==> config.mk <==
export PLATFORM = sky130hd
export DESIGN_NAME = ormp_top
export DESIGN_NICKNAME = d
export VERILOG_FILES = /design/src/common/ormp_pkg.sv /design/src/logic/ormp_top.sv /design/src/logic/ormp_prim.sv /design/src/logic/ormp_stage.sv
export SDC_FILE = /design/constraint.sdc
export NUM_CORES = 1
export LEC_CHECK = 0
export BUFFER_PORTS_ARGS = -buffer_cell sky130_fd_sc_hd__buf_2
export CAP_MARGIN = 15
export CORE_MARGIN = 10
export CORE_UTILIZATION = 40
export CTS_BUF_LIST = sky130_fd_sc_hd__clkbuf_8
export CTS_CLUSTER_DIAMETER = 100
export DETAILED_ROUTE_END_ITERATION = 12
export SLEW_MARGIN = 15
export SYNTH_ARGS = -nofsm -noshare
export SYNTH_HDL_FRONTEND = slang
export SYNTH_HIERARCHICAL = 1
export SYNTH_SLANG_ARGS = --single-unit
==> constraint.sdc <==
create_clock -name CLK -period 1.9 [get_ports CLK]
set_input_delay 0 -clock CLK [delete_from_list [all_inputs] [get_ports CLK]]
set_output_delay 0 -clock CLK [all_outputs]
set_load 0.1 [all_outputs]
==> src/common/ormp_pkg.sv <==
// Shared constants, types and mode decoding for the memory read-output pipeline
package ormp_pkg;

  // Memory shape: NPRIM primitives, each 2**PRIM_AW words, merged by the top address bit
  localparam int NPORT   = 2;
  localparam int NPRIM   = 2;
  localparam int PRIM_AW = 4;
  localparam int ADDR_W  = PRIM_AW + 1;
  localparam int DATA_W  = 8;
  localparam int SEL_W   = 1;

  // Value shown by a latch or stage register after a port reset
  localparam logic [DATA_W-1:0] RD_RESET_VAL = 8'h00;

  // APB register map, byte addresses
  localparam int              APB_AW     = 8;
  localparam int              APB_DW     = 32;
  localparam logic [APB_AW-1:0] CFG_A_OFS  = 8'h00;
  localparam logic [APB_AW-1:0] CFG_B_OFS  = 8'h04;
  localparam logic [APB_AW-1:0] STAT_OFS   = 8'h08;
  localparam int              STAT_FLD_W = 4;
  localparam int              STAT_SHIFT = 8;
  localparam logic [APB_DW-1:0] RD_ZERO    = 32'h0000_0000;

  // Per-port option word, bit 0 is prim_reg
  typedef struct packed {
    logic ded_rst_ok;   // Dedicated primitive register has a usable reset
    logic latch_clr;    // Port reset also clears the read latch
    logic use_rst;      // Port sync reset input is in use
    logic core_reg;     // Register after the primitive mux
    logic prim_reg;     // Register on each primitive output
  } ormp_cfg_s;

  localparam int          CFG_W     = $bits(ormp_cfg_s);
  localparam logic [CFG_W-1:0] CFG_RESET = 5'h00;

  // Resolved implementation of one port
  typedef struct packed {
    logic dedicated;      // Primitive stage uses the dedicated register
    logic latch_clr_act;  // Latch clearing really in force
  } ormp_mode_s;

  // One read or write request from user logic on a port
  typedef struct packed {
    logic              en;
    logic              we;
    logic [ADDR_W-1:0] addr;
    logic [DATA_W-1:0] wdata;
    logic              regce;       // Clock enable of the output stages
    logic              sync_reset;  // Port synchronous reset
  } ormp_req_s;

  // Latch clearing only counts for prim-only with reset; it then forces the dedicated register
  function automatic ormp_mode_s ormp_eff_mode(input ormp_cfg_s c);
    ormp_mode_s m;
    m.latch_clr_act = c.latch_clr & c.prim_reg & c.use_rst & ~c.core_reg;
    m.dedicated     = c.prim_reg & (m.latch_clr_act | ~c.use_rst | c.ded_rst_ok);
    return m;
  endfunction : ormp_eff_mode

endpackage : ormp_pkg

==> src/logic/ormp_top.sv <==
// Read-output pipeline of a dual-port block memory with APB option registers
`timescale 1ns/100ps
// How it works
// - Two register options per port, set separately
// - Primitive option enables each primitive register
// - Core option registers data after the mux
// - Both options register twice on the port
// - Primitive only: mux output stays unregistered
// - Core only: primitive registers are switched off
// - No option: data straight from read latches
// - Latch clearing only for prim-only with reset
// - Plain reset clears stage, never the latch
// - Latch clearing resets latch and primitive stage
// - Unsuitable dedicated reset: build stage from logic
// - Latch clearing forces dedicated primitive registers
// - Latch clearing: reset value shown two cycles
// - Logic-built stage reset gated by clock enable
module ormp_top
  import ormp_pkg::*;
(
  input  wire logic              CLK,
  input  wire logic              ARST_N,
  input  wire logic              PSEL,
  input  wire logic              PENABLE,
  input  wire logic              PWRITE,
  input  wire logic [APB_AW-1:0] PADDR,
  input  wire logic [APB_DW-1:0] PWDATA,
  output logic      [APB_DW-1:0] PRDATA,
  output logic                   PREADY,
  output logic                   PSLVERR,
  input  wire ormp_req_s         PORT_A_REQ,
  input  wire ormp_req_s         PORT_B_REQ,
  output logic      [DATA_W-1:0] PORT_A_DOUT,
  output logic      [DATA_W-1:0] PORT_B_DOUT
);

  // Address decode shared by the read and the write path
  function automatic logic apb_hit(input logic [APB_AW-1:0] a);
    return (a == CFG_A_OFS) || (a == CFG_B_OFS) || (a == STAT_OFS);
  endfunction : apb_hit

  ormp_cfg_s         cfg_ff   [NPORT];
  ormp_mode_s        mode     [NPORT];
  ormp_req_s         req      [NPORT];
  logic [APB_DW-1:0] prdata_ff;
  logic [APB_DW-1:0] nxt_prdata;
  logic              pready_ff;
  logic              pslverr_ff;
  logic              apb_access;
  logic              apb_done;
  logic [APB_DW-1:0] stat_word;

  logic [NPORT-1:0]  prim_en  [NPRIM];
  logic [NPORT-1:0]  prim_we;
  logic [PRIM_AW-1:0] prim_addr [NPORT];
  logic [DATA_W-1:0] prim_wdata [NPORT];
  logic [NPORT-1:0]  read_latch_reset;
  logic [DATA_W-1:0] lat_data [NPRIM][NPORT];
  logic [DATA_W-1:0] stg_data [NPRIM][NPORT];
  logic [DATA_W-1:0] mux_data [NPORT];
  logic [DATA_W-1:0] dout     [NPORT];

  assign req[0] = PORT_A_REQ;
  assign req[1] = PORT_B_REQ;

  // APB: first access cycle prepares the answer, the pready edge commits it
  assign apb_access = PSEL && PENABLE && !pready_ff;
  assign apb_done   = PSEL && PENABLE && pready_ff;

  always_comb begin
    stat_word = RD_ZERO;
    for (int p = 0; p < NPORT; p++) begin
      stat_word[p*STAT_SHIFT +: STAT_FLD_W] = {cfg_ff[p].core_reg, cfg_ff[p].prim_reg,
                                               mode[p].latch_clr_act, mode[p].dedicated};
    end
  end

  always_comb begin
    nxt_prdata = RD_ZERO;
    unique case (PADDR)
      CFG_A_OFS: nxt_prdata[CFG_W-1:0] = cfg_ff[0];
      CFG_B_OFS: nxt_prdata[CFG_W-1:0] = cfg_ff[1];
      STAT_OFS:  nxt_prdata = stat_word;
      default:   nxt_prdata = RD_ZERO;
    endcase
  end

  // Handshake flops; pready stands exactly one cycle per transfer
  always_ff @(posedge CLK or negedge ARST_N) begin
    if (!ARST_N) begin
      pready_ff  <= 1'b0;
      pslverr_ff <= 1'b0;
      prdata_ff  <= RD_ZERO;
    end else begin
      pready_ff <= apb_access;
      if (apb_access) begin
        pslverr_ff <= !apb_hit(PADDR);
        prdata_ff  <= PWRITE ? RD_ZERO : nxt_prdata;
      end else if (apb_done) begin
        pslverr_ff <= 1'b0;
      end
    end
  end

  // Option words, written only at the completing edge; each port independent
  always_ff @(posedge CLK or negedge ARST_N) begin
    if (!ARST_N) begin
      cfg_ff[0] <= CFG_RESET;
      cfg_ff[1] <= CFG_RESET;
    end else if (apb_done && PWRITE) begin
      if (PADDR == CFG_A_OFS) begin
        cfg_ff[0] <= PWDATA[CFG_W-1:0];
      end
      if (PADDR == CFG_B_OFS) begin
        cfg_ff[1] <= PWDATA[CFG_W-1:0];
      end
    end
  end

  assign PREADY  = pready_ff;
  assign PSLVERR = pslverr_ff;
  assign PRDATA  = prdata_ff;

  // Memory primitives; the top address bit picks the primitive
  for (genvar i = 0; i < NPRIM; i++) begin : g_prim
    for (genvar p = 0; p < NPORT; p++) begin : g_en
      assign prim_en[i][p] = req[p].en && (req[p].addr[ADDR_W-1 -: SEL_W] == SEL_W'(i));
    end
    ormp_prim u_prim (
      .clk              (CLK),
      .arst_n           (ARST_N),
      .en               (prim_en[i]),
      .we               (prim_we),
      .addr             (prim_addr),
      .wdata            (prim_wdata),
      .read_latch_reset (read_latch_reset),
      .rdata            (lat_data[i])
    );
  end

  for (genvar p = 0; p < NPORT; p++) begin : g_port
    logic [SEL_W-1:0] sel_lat_ff;
    logic [SEL_W-1:0] sel_stg_ff;
    logic [SEL_W-1:0] sel_mux;
    logic             output_register_reset;

    assign mode[p]       = ormp_eff_mode(cfg_ff[p]);
    assign prim_we[p]    = req[p].we;
    assign prim_addr[p]  = req[p].addr[PRIM_AW-1:0];
    assign prim_wdata[p] = req[p].wdata;

    // Latch is cleared only in the latch-clearing mode; plain reset leaves it alone
    assign read_latch_reset[p]  = req[p].sync_reset && mode[p].latch_clr_act;
    assign output_register_reset = req[p].sync_reset && cfg_ff[p].use_rst;

    // Primitive select follows the data so the mux never mixes two reads
    always_ff @(posedge CLK or negedge ARST_N) begin
      if (!ARST_N) begin
        sel_lat_ff <= '0;
      end else if (req[p].en) begin
        sel_lat_ff <= req[p].addr[ADDR_W-1 -: SEL_W];
      end
    end

    always_ff @(posedge CLK or negedge ARST_N) begin
      if (!ARST_N) begin
        sel_stg_ff <= '0;
      end else if (req[p].regce) begin
        sel_stg_ff <= sel_lat_ff;
      end
    end

    assign sel_mux = cfg_ff[p].prim_reg ? sel_stg_ff : sel_lat_ff;

    // One stage per primitive; both the dedicated and the logic-built form gate reset by CE
    for (genvar i = 0; i < NPRIM; i++) begin : g_pstg
      ormp_stage u_pstg (
        .clk                   (CLK),
        .arst_n                (ARST_N),
        .stage_on              (cfg_ff[p].prim_reg),
        .ce                    (req[p].regce),
        .output_register_reset (output_register_reset),
        .d                     (lat_data[i][p]),
        .q                     (stg_data[i][p])
      );
    end

    // Merge of primitives; left unregistered unless the core stage is on
    assign mux_data[p] = stg_data[sel_mux][p];

    ormp_stage u_cstg (
      .clk                   (CLK),
      .arst_n                (ARST_N),
      .stage_on              (cfg_ff[p].core_reg),
      .ce                    (req[p].regce),
      .output_register_reset (output_register_reset),
      .d                     (mux_data[p]),
      .q                     (dout[p])
    );

    // Checks on this port
    logic cfg_quiet;
    assign cfg_quiet = !(apb_done && PWRITE);

  end

  assign PORT_A_DOUT = dout[0];
  assign PORT_B_DOUT = dout[1];
endmodule : ormp_top

==> src/logic/ormp_prim.sv <==
// One dual-port memory primitive with a registered read latch per port
`timescale 1ns/100ps
module ormp_prim
  import ormp_pkg::*;
(
  input  wire logic                clk,
  input  wire logic                arst_n,
  input  wire logic [NPORT-1:0]    en,
  input  wire logic [NPORT-1:0]    we,
  input  wire logic [PRIM_AW-1:0]  addr [NPORT],
  input  wire logic [DATA_W-1:0]   wdata [NPORT],
  input  wire logic [NPORT-1:0]    read_latch_reset,
  output logic      [DATA_W-1:0]   rdata [NPORT]
);

  logic [DATA_W-1:0] mem [2**PRIM_AW];

  // Array writes; port B lands last when both ports hit one word
  always_ff @(posedge clk) begin
    for (int p = 0; p < NPORT; p++) begin
      if (en[p] && we[p]) begin
        mem[addr[p]] <= wdata[p];
      end
    end
  end

  // Read latches, read-before-write; reset is gated by the port enable
  for (genvar p = 0; p < NPORT; p++) begin : g_latch
    always_ff @(posedge clk or negedge arst_n) begin
      if (!arst_n) begin
        rdata[p] <= RD_RESET_VAL;
      end else if (en[p]) begin
        if (read_latch_reset[p]) begin
          rdata[p] <= RD_RESET_VAL;
        end else begin
          rdata[p] <= mem[addr[p]];
        end
      end
    end
  end

endmodule : ormp_prim

==> src/logic/ormp_stage.sv <==
// Optional output register stage with bypass, clock enable and sync reset
`timescale 1ns/100ps
module ormp_stage
  import ormp_pkg::*;
(
  input  wire logic              clk,
  input  wire logic              arst_n,
  input  wire logic              stage_on,
  input  wire logic              ce,
  input  wire logic              output_register_reset,
  input  wire logic [DATA_W-1:0] d,
  output logic      [DATA_W-1:0] q
);

  logic [DATA_W-1:0] q_ff;

  // Reset only acts while the clock enable is high, like the primitive register
  always_ff @(posedge clk or negedge arst_n) begin
    if (!arst_n) begin
      q_ff <= RD_RESET_VAL;
    end else if (ce) begin
      if (output_register_reset) begin
        q_ff <= RD_RESET_VAL;
      end else begin
        q_ff <= d;
      end
    end
  end

  // Switched off, the stage is a wire and adds no cycle
  assign q = stage_on ? q_ff : d;

endmodule : ormp_stage

==> results of run 1 <==
[sequential cells by signal, summed over array words and instances (netlist names)]
name and count:
cfg_ff 10, g_port.sel_stg_ff 2, PRDATA 9, g_prim.u_prim/mem 256, PREADY 1, g_port.g_pstg.u_pstg/q_ff 32
g_port.sel_lat_ff 2, PSLVERR 1, g_port.u_cstg/q_ff 16, g_prim.u_prim/rdata 32
[routing by layer]
layer	up-vias	share of wire, %	global-route usage [%]
met1	7875	44	29.0
li1	6872	-	-
met5	-	0.030	0
met4	4	2.7	5.96
met3	141	7.3	3.88
met2	674	46	34.5
[kinds of logic (layout without fill, tap and decap cells)]
kind of cell	count (synthesis)	in the layout	share of synthesized area [%]
mux	595	595	30.4
simple gates	337	337	9.48
flops	361	361	48.2
compound gates	224	224	6.81
other cells	1	24	0.0175
buf+inv	204	437	5.11
[worst max-delay path: cells and delay by family (launching register included)]
family / cells / cell delay (ns)
multiplexers: 3 / 0.82
flip-flops: 1 / 0.37
buffers and inverters: 3 / 0.55
[layout by cell type (no fill, tap or decap), types with 3 or more instances in the layout]
| master | synthesis | final |
|---|---|---|
| sky130_fd_sc_hd__nand4b_1 | 6 | 6 |
| sky130_fd_sc_hd__mux2_4 | 32 | 88 |
| sky130_fd_sc_hd__nand2_1 | 50 | 49 |
| sky130_fd_sc_hd__a22o_2 | 4 | 4 |
| sky130_fd_sc_hd__nand2b_1 | 44 | 44 |
| sky130_fd_sc_hd__nor2b_1 | 11 | 10 |
| sky130_fd_sc_hd__conb_1 | 1 | 23 |
| sky130_fd_sc_hd__mux2i_1 | 261 | 261 |
| sky130_fd_sc_hd__nand3b_1 | 54 | 54 |
| sky130_fd_sc_hd__inv_1 | 50 | 78 |
| sky130_fd_sc_hd__nor2_1 | 11 | 10 |
| sky130_fd_sc_hd__dfrtp_1 | 105 | 103 |
| sky130_fd_sc_hd__or4_4 | 3 | 3 |
| sky130_fd_sc_hd__clkinv_1 | 0 | 6 |
| sky130_fd_sc_hd__buf_12 | 0 | 36 |
| sky130_fd_sc_hd__nand2_2 | 2 | 3 |
| sky130_fd_sc_hd__o21ai_0 | 46 | 46 |
| sky130_fd_sc_hd__and2_1 | 9 | 8 |
| sky130_fd_sc_hd__nor3b_1 | 6 | 6 |
| sky130_fd_sc_hd__buf_4 | 31 | 137 |
| sky130_fd_sc_hd__a22o_1 | 3 | 3 |
| sky130_fd_sc_hd__buf_6 | 21 | 4 |
| sky130_fd_sc_hd__nand4_1 | 6 | 6 |
| sky130_fd_sc_hd__a22oi_1 | 97 | 97 |
| sky130_fd_sc_hd__o22ai_1 | 18 | 18 |
| sky130_fd_sc_hd__a21oi_1 | 32 | 31 |
| sky130_fd_sc_hd__clkbuf_8 | 1 | 75 |
| sky130_fd_sc_hd__buf_16 | 0 | 3 |
| sky130_fd_sc_hd__o21ai_1 | 18 | 18 |
| sky130_fd_sc_hd__dlygate4sd3_1 | 0 | 30 |
| sky130_fd_sc_hd__clkinv_2 | 0 | 6 |
| sky130_fd_sc_hd__nand3_1 | 97 | 97 |
| sky130_fd_sc_hd__nor2_2 | 18 | 19 |
| sky130_fd_sc_hd__nand2b_4 | 3 | 3 |
| sky130_fd_sc_hd__mux2_2 | 302 | 246 |
| sky130_fd_sc_hd__buf_2 | 32 | 59 |
| sky130_fd_sc_hd__edfxtp_1 | 256 | 256 |
[cell type report]
cell class / count / area, sq um / share of cell area [%]
diodes: 1 / 2.50 / 0.00987
clock buffers: 75 / 1030 / 4.07
clock inverters: 41 / 165 / 0.651
inverters: 50 / 188 / 0.740
multi-input cells: 1179 / 10300 / 40.6
flip-flops and latches: 361 / 10300 / 40.7
well taps: 688 / 861 / 3.39
repair buffers: 271 / 2510 / 9.90
[worst max path at each step]
| stage | from | end | slack (ns) | cells after the start |
|---|---|---|---|---|
| 6_report | cfg_ff[0] | PORT_B_DOUT[7] | -0.52 | 6 |
| 5_1_grt | cfg_ff[0] | PORT_B_DOUT[4] | -0.60 | 6 |
| 4_1_cts | cfg_ff[0] | PORT_B_DOUT[7] | -0.58 | 6 |
| 3_5_place_dp | cfg_ff[5] | g_prim[1].u_prim/rdata[13] | -0.09 | 7 |
| 3_3_place_gp | PORT_A_REQ[10] | g_prim[1].u_prim/rdata[9] | -0.27 | 5 |
| 2_1_floorplan | cfg_ff[5] | PORT_A_DOUT[0] | 0.02 | 3 |
[power by group]
| group | leakage (uW) | switching [uW] | internal [uW] |
|---|---|---|---|
| clock | 0.000721 | 3330 | 3540 |
| sequential | 0.00363 | 328 | 8850 |
| combinational | 0.00591 | 2420 | 1640 |
| total | 0.0103 | 6080 | 14000 |
[timing repair]
item / CTS / global route
endpoints found under the setup margin: 23 / 40
pin swaps: 0 / 2
endpoints found under the hold margin: 221 / 4
hold buffers: 30 / 2
gates resized for setup: 76 / 53
setup buffers: 2 / 2
gates cloned: 2 / 1
[per-stage QoR]
stage	hold slack (ns)	instance area (sq um)
2_1_floorplan	-0.296	21500
3_5_place_dp	0.0775	23300
6_report	0.0935	25400
3_3_place_gp	0.0641	23200
5_1_grt	0.0983	25400
4_1_cts	0.0417	25100
==> run summary, run 1 <==
The post-route clock period utilization came out at 127%. Once detail routing completed, the nets flagged for antenna violations numbered 0. Sorting the synthesized cells by area gives the leading types as sky130_fd_sc_hd__edfxtp_1, sky130_fd_sc_hd__mux2_2, sky130_fd_sc_hd__dfrtp_1.

The post-route non-filler standard cell count came out at 2,666. Clock tree synthesis found a total of 361 sinks. The congestion estimate from routability-driven global placement came to 0.932.

The chip width is 251 um. Across the VDD grid, the largest voltage drop is 0.459 mV. The slowest stage of the critical path is the sky130_fd_sc_hd__dfrtp_1 cell. The worst reg-to-reg path cell count came out at 8. Derived from the worst setup path, the maximum achievable clock frequency is 414 MHz. In the final timing run, aggregate negative setup slack is -9.30 ns. The number of buffers on the longest clock path came out at 3. For this run, design rule violations remaining after detail routing come to 0. The signed area change from the synthesized netlist to the final layout is 18.6%. Cells fill 48.1% of the core in the end. The share of synthesized flip-flops with an asynchronous set or reset came out at 29.1%.

The minimum clock period came out at 2.42 ns. The worst endpoint required time came out at 1.90 ns. The wire length per cell is 26.0 um. Clock tree synthesis selected as its root buffer the cell sky130_fd_sc_hd__clkbuf_8. In the post-route analysis, the smallest setup slack over all paths is -0.518 ns. Including well taps, the total number of placed cells is 2,510.

The measured slew at the worst slew-check pin came out at 1.17 ns. Setup repair after global routing could not meet its margin everywhere. The starting utilization of the core area is 40.5%.

The most area-hungry cell type in the Yosys netlist is sky130_fd_sc_hd__edfxtp_1. The number of hold-slack violations in the final timing report is 0. The longest individual stage delay on the worst path came out at 0.37 ns. CTS built an H-tree with a depth of 2. The number of warning messages in the yosys log is 6. The proportion of layout cells with a drive suffix above 1 came out at 35.6%. Summed over all nets, the half-perimeter wirelength after detailed placement is 46,900 um. The wire length after detailed routing is 69,400 um. The leakage component of the power came out at 0.0103 uW. Setup violations remaining at the end of the flow were counted as 28.

The number of cells traversed by the worst hold path is 5. The length of the first detailed-routing pass in iterations came out at 6. The clock-pin slew on the worst setup and hold paths came out at 0.06 ns. After layout, the design draws a total of 20,100 uW.

The number of placement rows came out at 84. The area of the die came out at 0.0631 sq mm. The first global-routing pass estimated 103,000 um of wire.

The tightest min-delay check is of the in -> reg type. The number of enable flip-flop cells after synthesis is 256. The placement-stage worst setup slack is -0.0905 ns. TritonCTS built the clock tree.

The critical path start-end classification is reg -> out. The critical path capture point type is a primary output. The power density over cell area is 793 mW/mm^2. The flip-flop and latch count after synthesis is 361. The via-per-instance ratio is 5.84.

Of all nets on the critical path, the largest fanout is 8. Sorting the synthesized cells by how often they occur yields sky130_fd_sc_hd__mux2_2, sky130_fd_sc_hd__mux2i_1, sky130_fd_sc_hd__edfxtp_1. The count of input and output buffers came out at 78. The area of the mapped netlist came out at 0.0214 sq mm. The total core area is 0.0528 sq mm. The path with the worst hold slack has its endpoint at g_prim[0].u_prim/rdata[9].

The startpoint identified for the worst hold timing path is PORT_A_REQ[12]. The number of maximum-capacitance violations came out at 0. The DRC marker count from the first detailed-route iteration is 1,465.

The max-slew headroom at the worst pin came out at 21.7%. The number of antenna violations at the first check in global routing is 3. The reg-to-reg startpoint is cfg_ff[0]. The total routing resource utilization after global routing came out at 21.4%. Summed over all layers, the global routing overflow is 0. The worst-case clock skew came out at 0.0292 ns.

Among all flip-flop cells after synthesis, the most frequent one is sky130_fd_sc_hd__edfxtp_1. The clock insertion delay at the later pin of the skew report is 0.69 ns. The via count of the first global-routing pass came out at 15,815. The count of final max-slew check failures came out at 0. The share of Yosys cell area claimed by the top area cell type came out at 35.9%. The clock buffer count from CTS is 61.

The checks that failed: negative setup slack. The pin count of the biggest net entering global routing came out at 45. The flow ran to the end, but the final reports show violations. Counting every instance in the synthesized netlist gives 1,722. The setup check on the worst reg-to-reg path leaves a slack of 0.02 ns. In this design, the critical path's most frequently occurring cell is sky130_fd_sc_hd__mux2_4. After the last flow step, the layout net total stands at 2,003. The signal on the critical path passes through buf_6 > mux2i_1 > buf_4 > mux2_4 > mux2_4 > buf_12.

Yosys instantiated no cell more often than sky130_fd_sc_hd__mux2_2. The worst register-to-register path ends at g_prim[1].u_prim/rdata[2]. For this design the top-level I/O count stands at 129. The post-synthesis average cell area is 12.4 sq um. The fill cell instance count of the final layout is 4,735. The floorplan die height is 251 um. The data arrival time of the worst path came out at 2.42 ns.

Across all layers, the routed design uses 15,566 vias. The worst setup path is launched from a flip-flop. The synthesized netlist contains 50 unique library cells. After synthesis, flip-flops and latches occupy 48.2% of the total area.
Note: power is estimated with default switching activity, not from simulation.
==> inputs of run 2 (changes only) <==
- CORE_ASPECT_RATIO: not set -> 0.9
==> run 2 against run 1 <==
- the run still ends with negative setup slack left
- power is 0.37% lower
- highest routed layer unchanged
- sequential power hardly changed
- die area hardly changed
- clock power hardly changed
==> run summary, run 2 (synthesis results as in run 1) <==
Series of cell instances along the critical path: buf_12 > mux2_2 > mux2_4 > mux2_2 > buf_8 (was buf_6 > mux2i_1 > buf_4 > mux2_4 > mux2_4 > buf_12). The post-route non-filler standard cell count came out at 2,664 (was 2,666). The final worst slack is -0.471 ns (was -0.518 ns). The largest fanout on the critical path came out at 12 (was 8). The post-route clock period utilization came out at 125% (was 127%). The sort of element at the start of the critical path is a flip-flop (unchanged). The number of flip-flops under the largest register name is 256 (unchanged). The via-per-instance ratio came out at 5.86 (was 5.84).

The critical path capture point type is a primary output (unchanged). The overall overflow remaining after global route came out at 0 (unchanged). The clock root buffer was sky130_fd_sc_hd__clkbuf_8 (unchanged). The type of the tightest min-delay check is in -> reg (unchanged). The number of antenna violations at the first check in global routing is 7 (was 3). The data arrival time of the worst path was 2.37 ns (was 2.42 ns). The multi-input combinational cell area came out at 0.0102 sq mm (was 0.0103 sq mm).

The peak supply drop came out at 0.727 mV (was 0.459 mV). The power density over cell area is 795 mW/mm^2 (was 793 mW/mm^2). The starting utilization of the core area came out at 40.4% (was 40.5%). The count of input and output buffers came out at 78 (unchanged). The wire length per cell came out at 26.0 um (about the same). The critical path start-end classification is reg -> out (unchanged).

The DRC marker count from the first detailed-route iteration was 1,646 (was 1,465). The dominant cell type by count on the critical path is sky130_fd_sc_hd__mux2_2 (was sky130_fd_sc_hd__mux2_4). The post-detailed-placement half-perimeter wirelength is 47,200 um (was 46,900 um).

The total routing resource utilization after global routing was 21.2% (was 21.4%). The number of hold-slack violations in the final timing report came out at 0 (unchanged). The number of placed cells counting well taps came out at 2,516 (was 2,510). The clock buffer count from CTS came to 66 (was 61). The floorplan die height came out at 239 um (was 251 um). The number of buffers on the longest clock path came out at 3 (unchanged). The length of the first detailed-routing pass in iterations is 6 (unchanged). The remaining antenna violation count after routing was 0 (unchanged). The worst hold margin is 0.0553 ns (was 0.0935 ns).

The count of endpoints failing setup in the final report is 31 (was 28). The top-level port count is 129 (unchanged). The area of the die came out at 0.0631 sq mm (about the same). The via count of the first global-routing pass came to 15,579 (was 15,815). The proportion of layout cells with a drive suffix above 1 came out at 35.6% (about the same). The pin count of the biggest net entering global routing came to 106 (was 45). The wire length of the first global-routing pass was 102,000 um (was 103,000 um).

The number of maximum-capacitance violations came out at 0 (unchanged). The total area of sequential cells was 0.0103 sq mm (unchanged). The most frequent standard cell in the layout excluding fill and tap cells is sky130_fd_sc_hd__mux2_2 (was sky130_fd_sc_hd__mux2i_1). The signed area change from the synthesized netlist to the final layout came out at 17.9% (was 18.6%). The post-layout total power came out at 20,000 uW (was 20,100 uW). The layout net count came out at 1,995 (was 2,003). The longest individual stage delay on the worst path was 0.46 ns (was 0.37 ns). The number of placement rows is 80 (was 84).

The count of unresolved DRC violations after routing is 0 (unchanged). Most frequent cells in the layout: sky130_fd_sc_hd__mux2_2, sky130_fd_sc_hd__mux2i_1, sky130_fd_sc_hd__edfxtp_1, sky130_fd_sc_hd__buf_4, sky130_fd_sc_hd__dfrtp_1 (was sky130_fd_sc_hd__mux2i_1, sky130_fd_sc_hd__edfxtp_1, sky130_fd_sc_hd__mux2_2, sky130_fd_sc_hd__buf_4, sky130_fd_sc_hd__dfrtp_1). The minimum clock period came out at 2.37 ns (was 2.42 ns). The count of final max-slew check failures came out at 0 (unchanged). The clock insertion delay at the later pin of the skew report came out at 0.64 ns (was 0.69 ns).

The TritonCTS clock tree is yes (unchanged). Run status: finished with violations (unchanged). The clock-pin slew on the worst setup and hold paths came out at 0.06 ns (about the same). The number of levels the H-tree was split into came out at 3 (was 2). The worst endpoint required time was 1.90 ns (about the same). RSZ-0062 raised after global routing: true (unchanged).

The maximum clock rate is 422 MHz (was 414 MHz). Violated checks: negative setup slack (unchanged). The wire length after detailed routing is 69,100 um (was 69,400 um). The vias after detailed routing came to 15,603 (was 15,566). The max-slew headroom at the worst pin is 21.9% (was 21.7%).

The highest-delay cell along the critical path was sky130_fd_sc_hd__dfrtp_2 (was sky130_fd_sc_hd__dfrtp_1). The leakage component of the power came out at 0.0101 uW (was 0.0103 uW). The number of sinks handled by clock tree synthesis came out at 361 (unchanged). The measured slew at the worst slew-check pin came out at 1.17 ns (about the same). The worst-case clock skew is 0.0323 ns (was 0.0292 ns). The final RePlAce weighted congestion came out at 0.974 (was 0.932).

The chip width is 264 um (was 251 um). The fill cell instance count of the final layout is 4,698 (was 4,735). The total core area came out at 0.0530 sq mm (was 0.0528 sq mm).
## run 2: worst max-delay path, delay by kind of cell, from the launching register on
kind                   cells  cell delay, ns
muxes                      3            0.92
DFF                        1            0.46
buffers and inverters      2            0.35
## run 2: final cells by class
cell class,count,area share (%)
clock buffer,72,3.93
antenna,2,0.0199
multi-input combinational,1179,40.6
clock inverter,45,0.819
timing repair buffer,258,9.50
sequential,361,40.9
tap,697,3.46
inverter,50,0.744
## run 2: what timing repair did
action                                  4_1_cts  5_1_grt
cloned                                        1        0
hold buffers                                 25        2
buffers inserted                              2        0
resized for setup                            82       31
endpoints found under the hold margin       201        2
pin swaps                                     1        4
endpoints found under the setup margin       18       85
## run 2: stage by stage
stage,setup slack (ns),util [%],setup TNS [ns],instance area [sq um]
after floorplan,0.0196,-,0,21500
after CTS,-0.537,47.4,-8.71,25100
after detailed placement,-0.128,44.0,-3.40,23300
after global routing,-0.580,47.6,-11.09,25200
final,-0.471,47.6,-9.20,25200
after global placement,-0.129,44.0,-3.60,23300
## run 2: where the power goes
group	switching, uW	internal, uW
clock network	3380	3500
registers	331	8860
logic	2410	1560
## run 2: metal layers
| layer | part of all wire [%] | global-route usage [%] | vias up |
|---|---|---|---|
| met4 | 2.4 | 5.47 | 10 |
| met5 | 0.077 | 0 | - |
| met2 | 44 | 31.9 | 777 |
| li1 | - | - | 6854 |
| met3 | 11 | 6.57 | 121 |
| met1 | 43 | 29.2 | 7841 |
## run 2: path summary, 6_finish.rpt
| check | endpoint | slack, ns | cells after the start | startpoint |
|---|---|---|---|---|
| worst max register to register | g_prim[0].u_prim/rdata[9] | 0.11 | 6 | cfg_ff[5] |
| worst min register to register | PRDATA[8] | 0.49 | 2 | PRDATA[8] |
| max in group asynchronous | g_port[1].g_pstg[1].u_pstg/q_ff[4] | 0.83 | 4 | ARST_N |
| worst min-delay path | g_port[0].g_pstg[1].u_pstg/q_ff[3] | 0.06 | 5 | PORT_A_REQ[0] |
| worst max-delay path | PORT_A_DOUT[5] | -0.47 | 5 | cfg_ff[5] |
| min in group asynchronous | g_port[0].g_pstg[0].u_pstg/q_ff[1] | 0.56 | 4 | ARST_N |
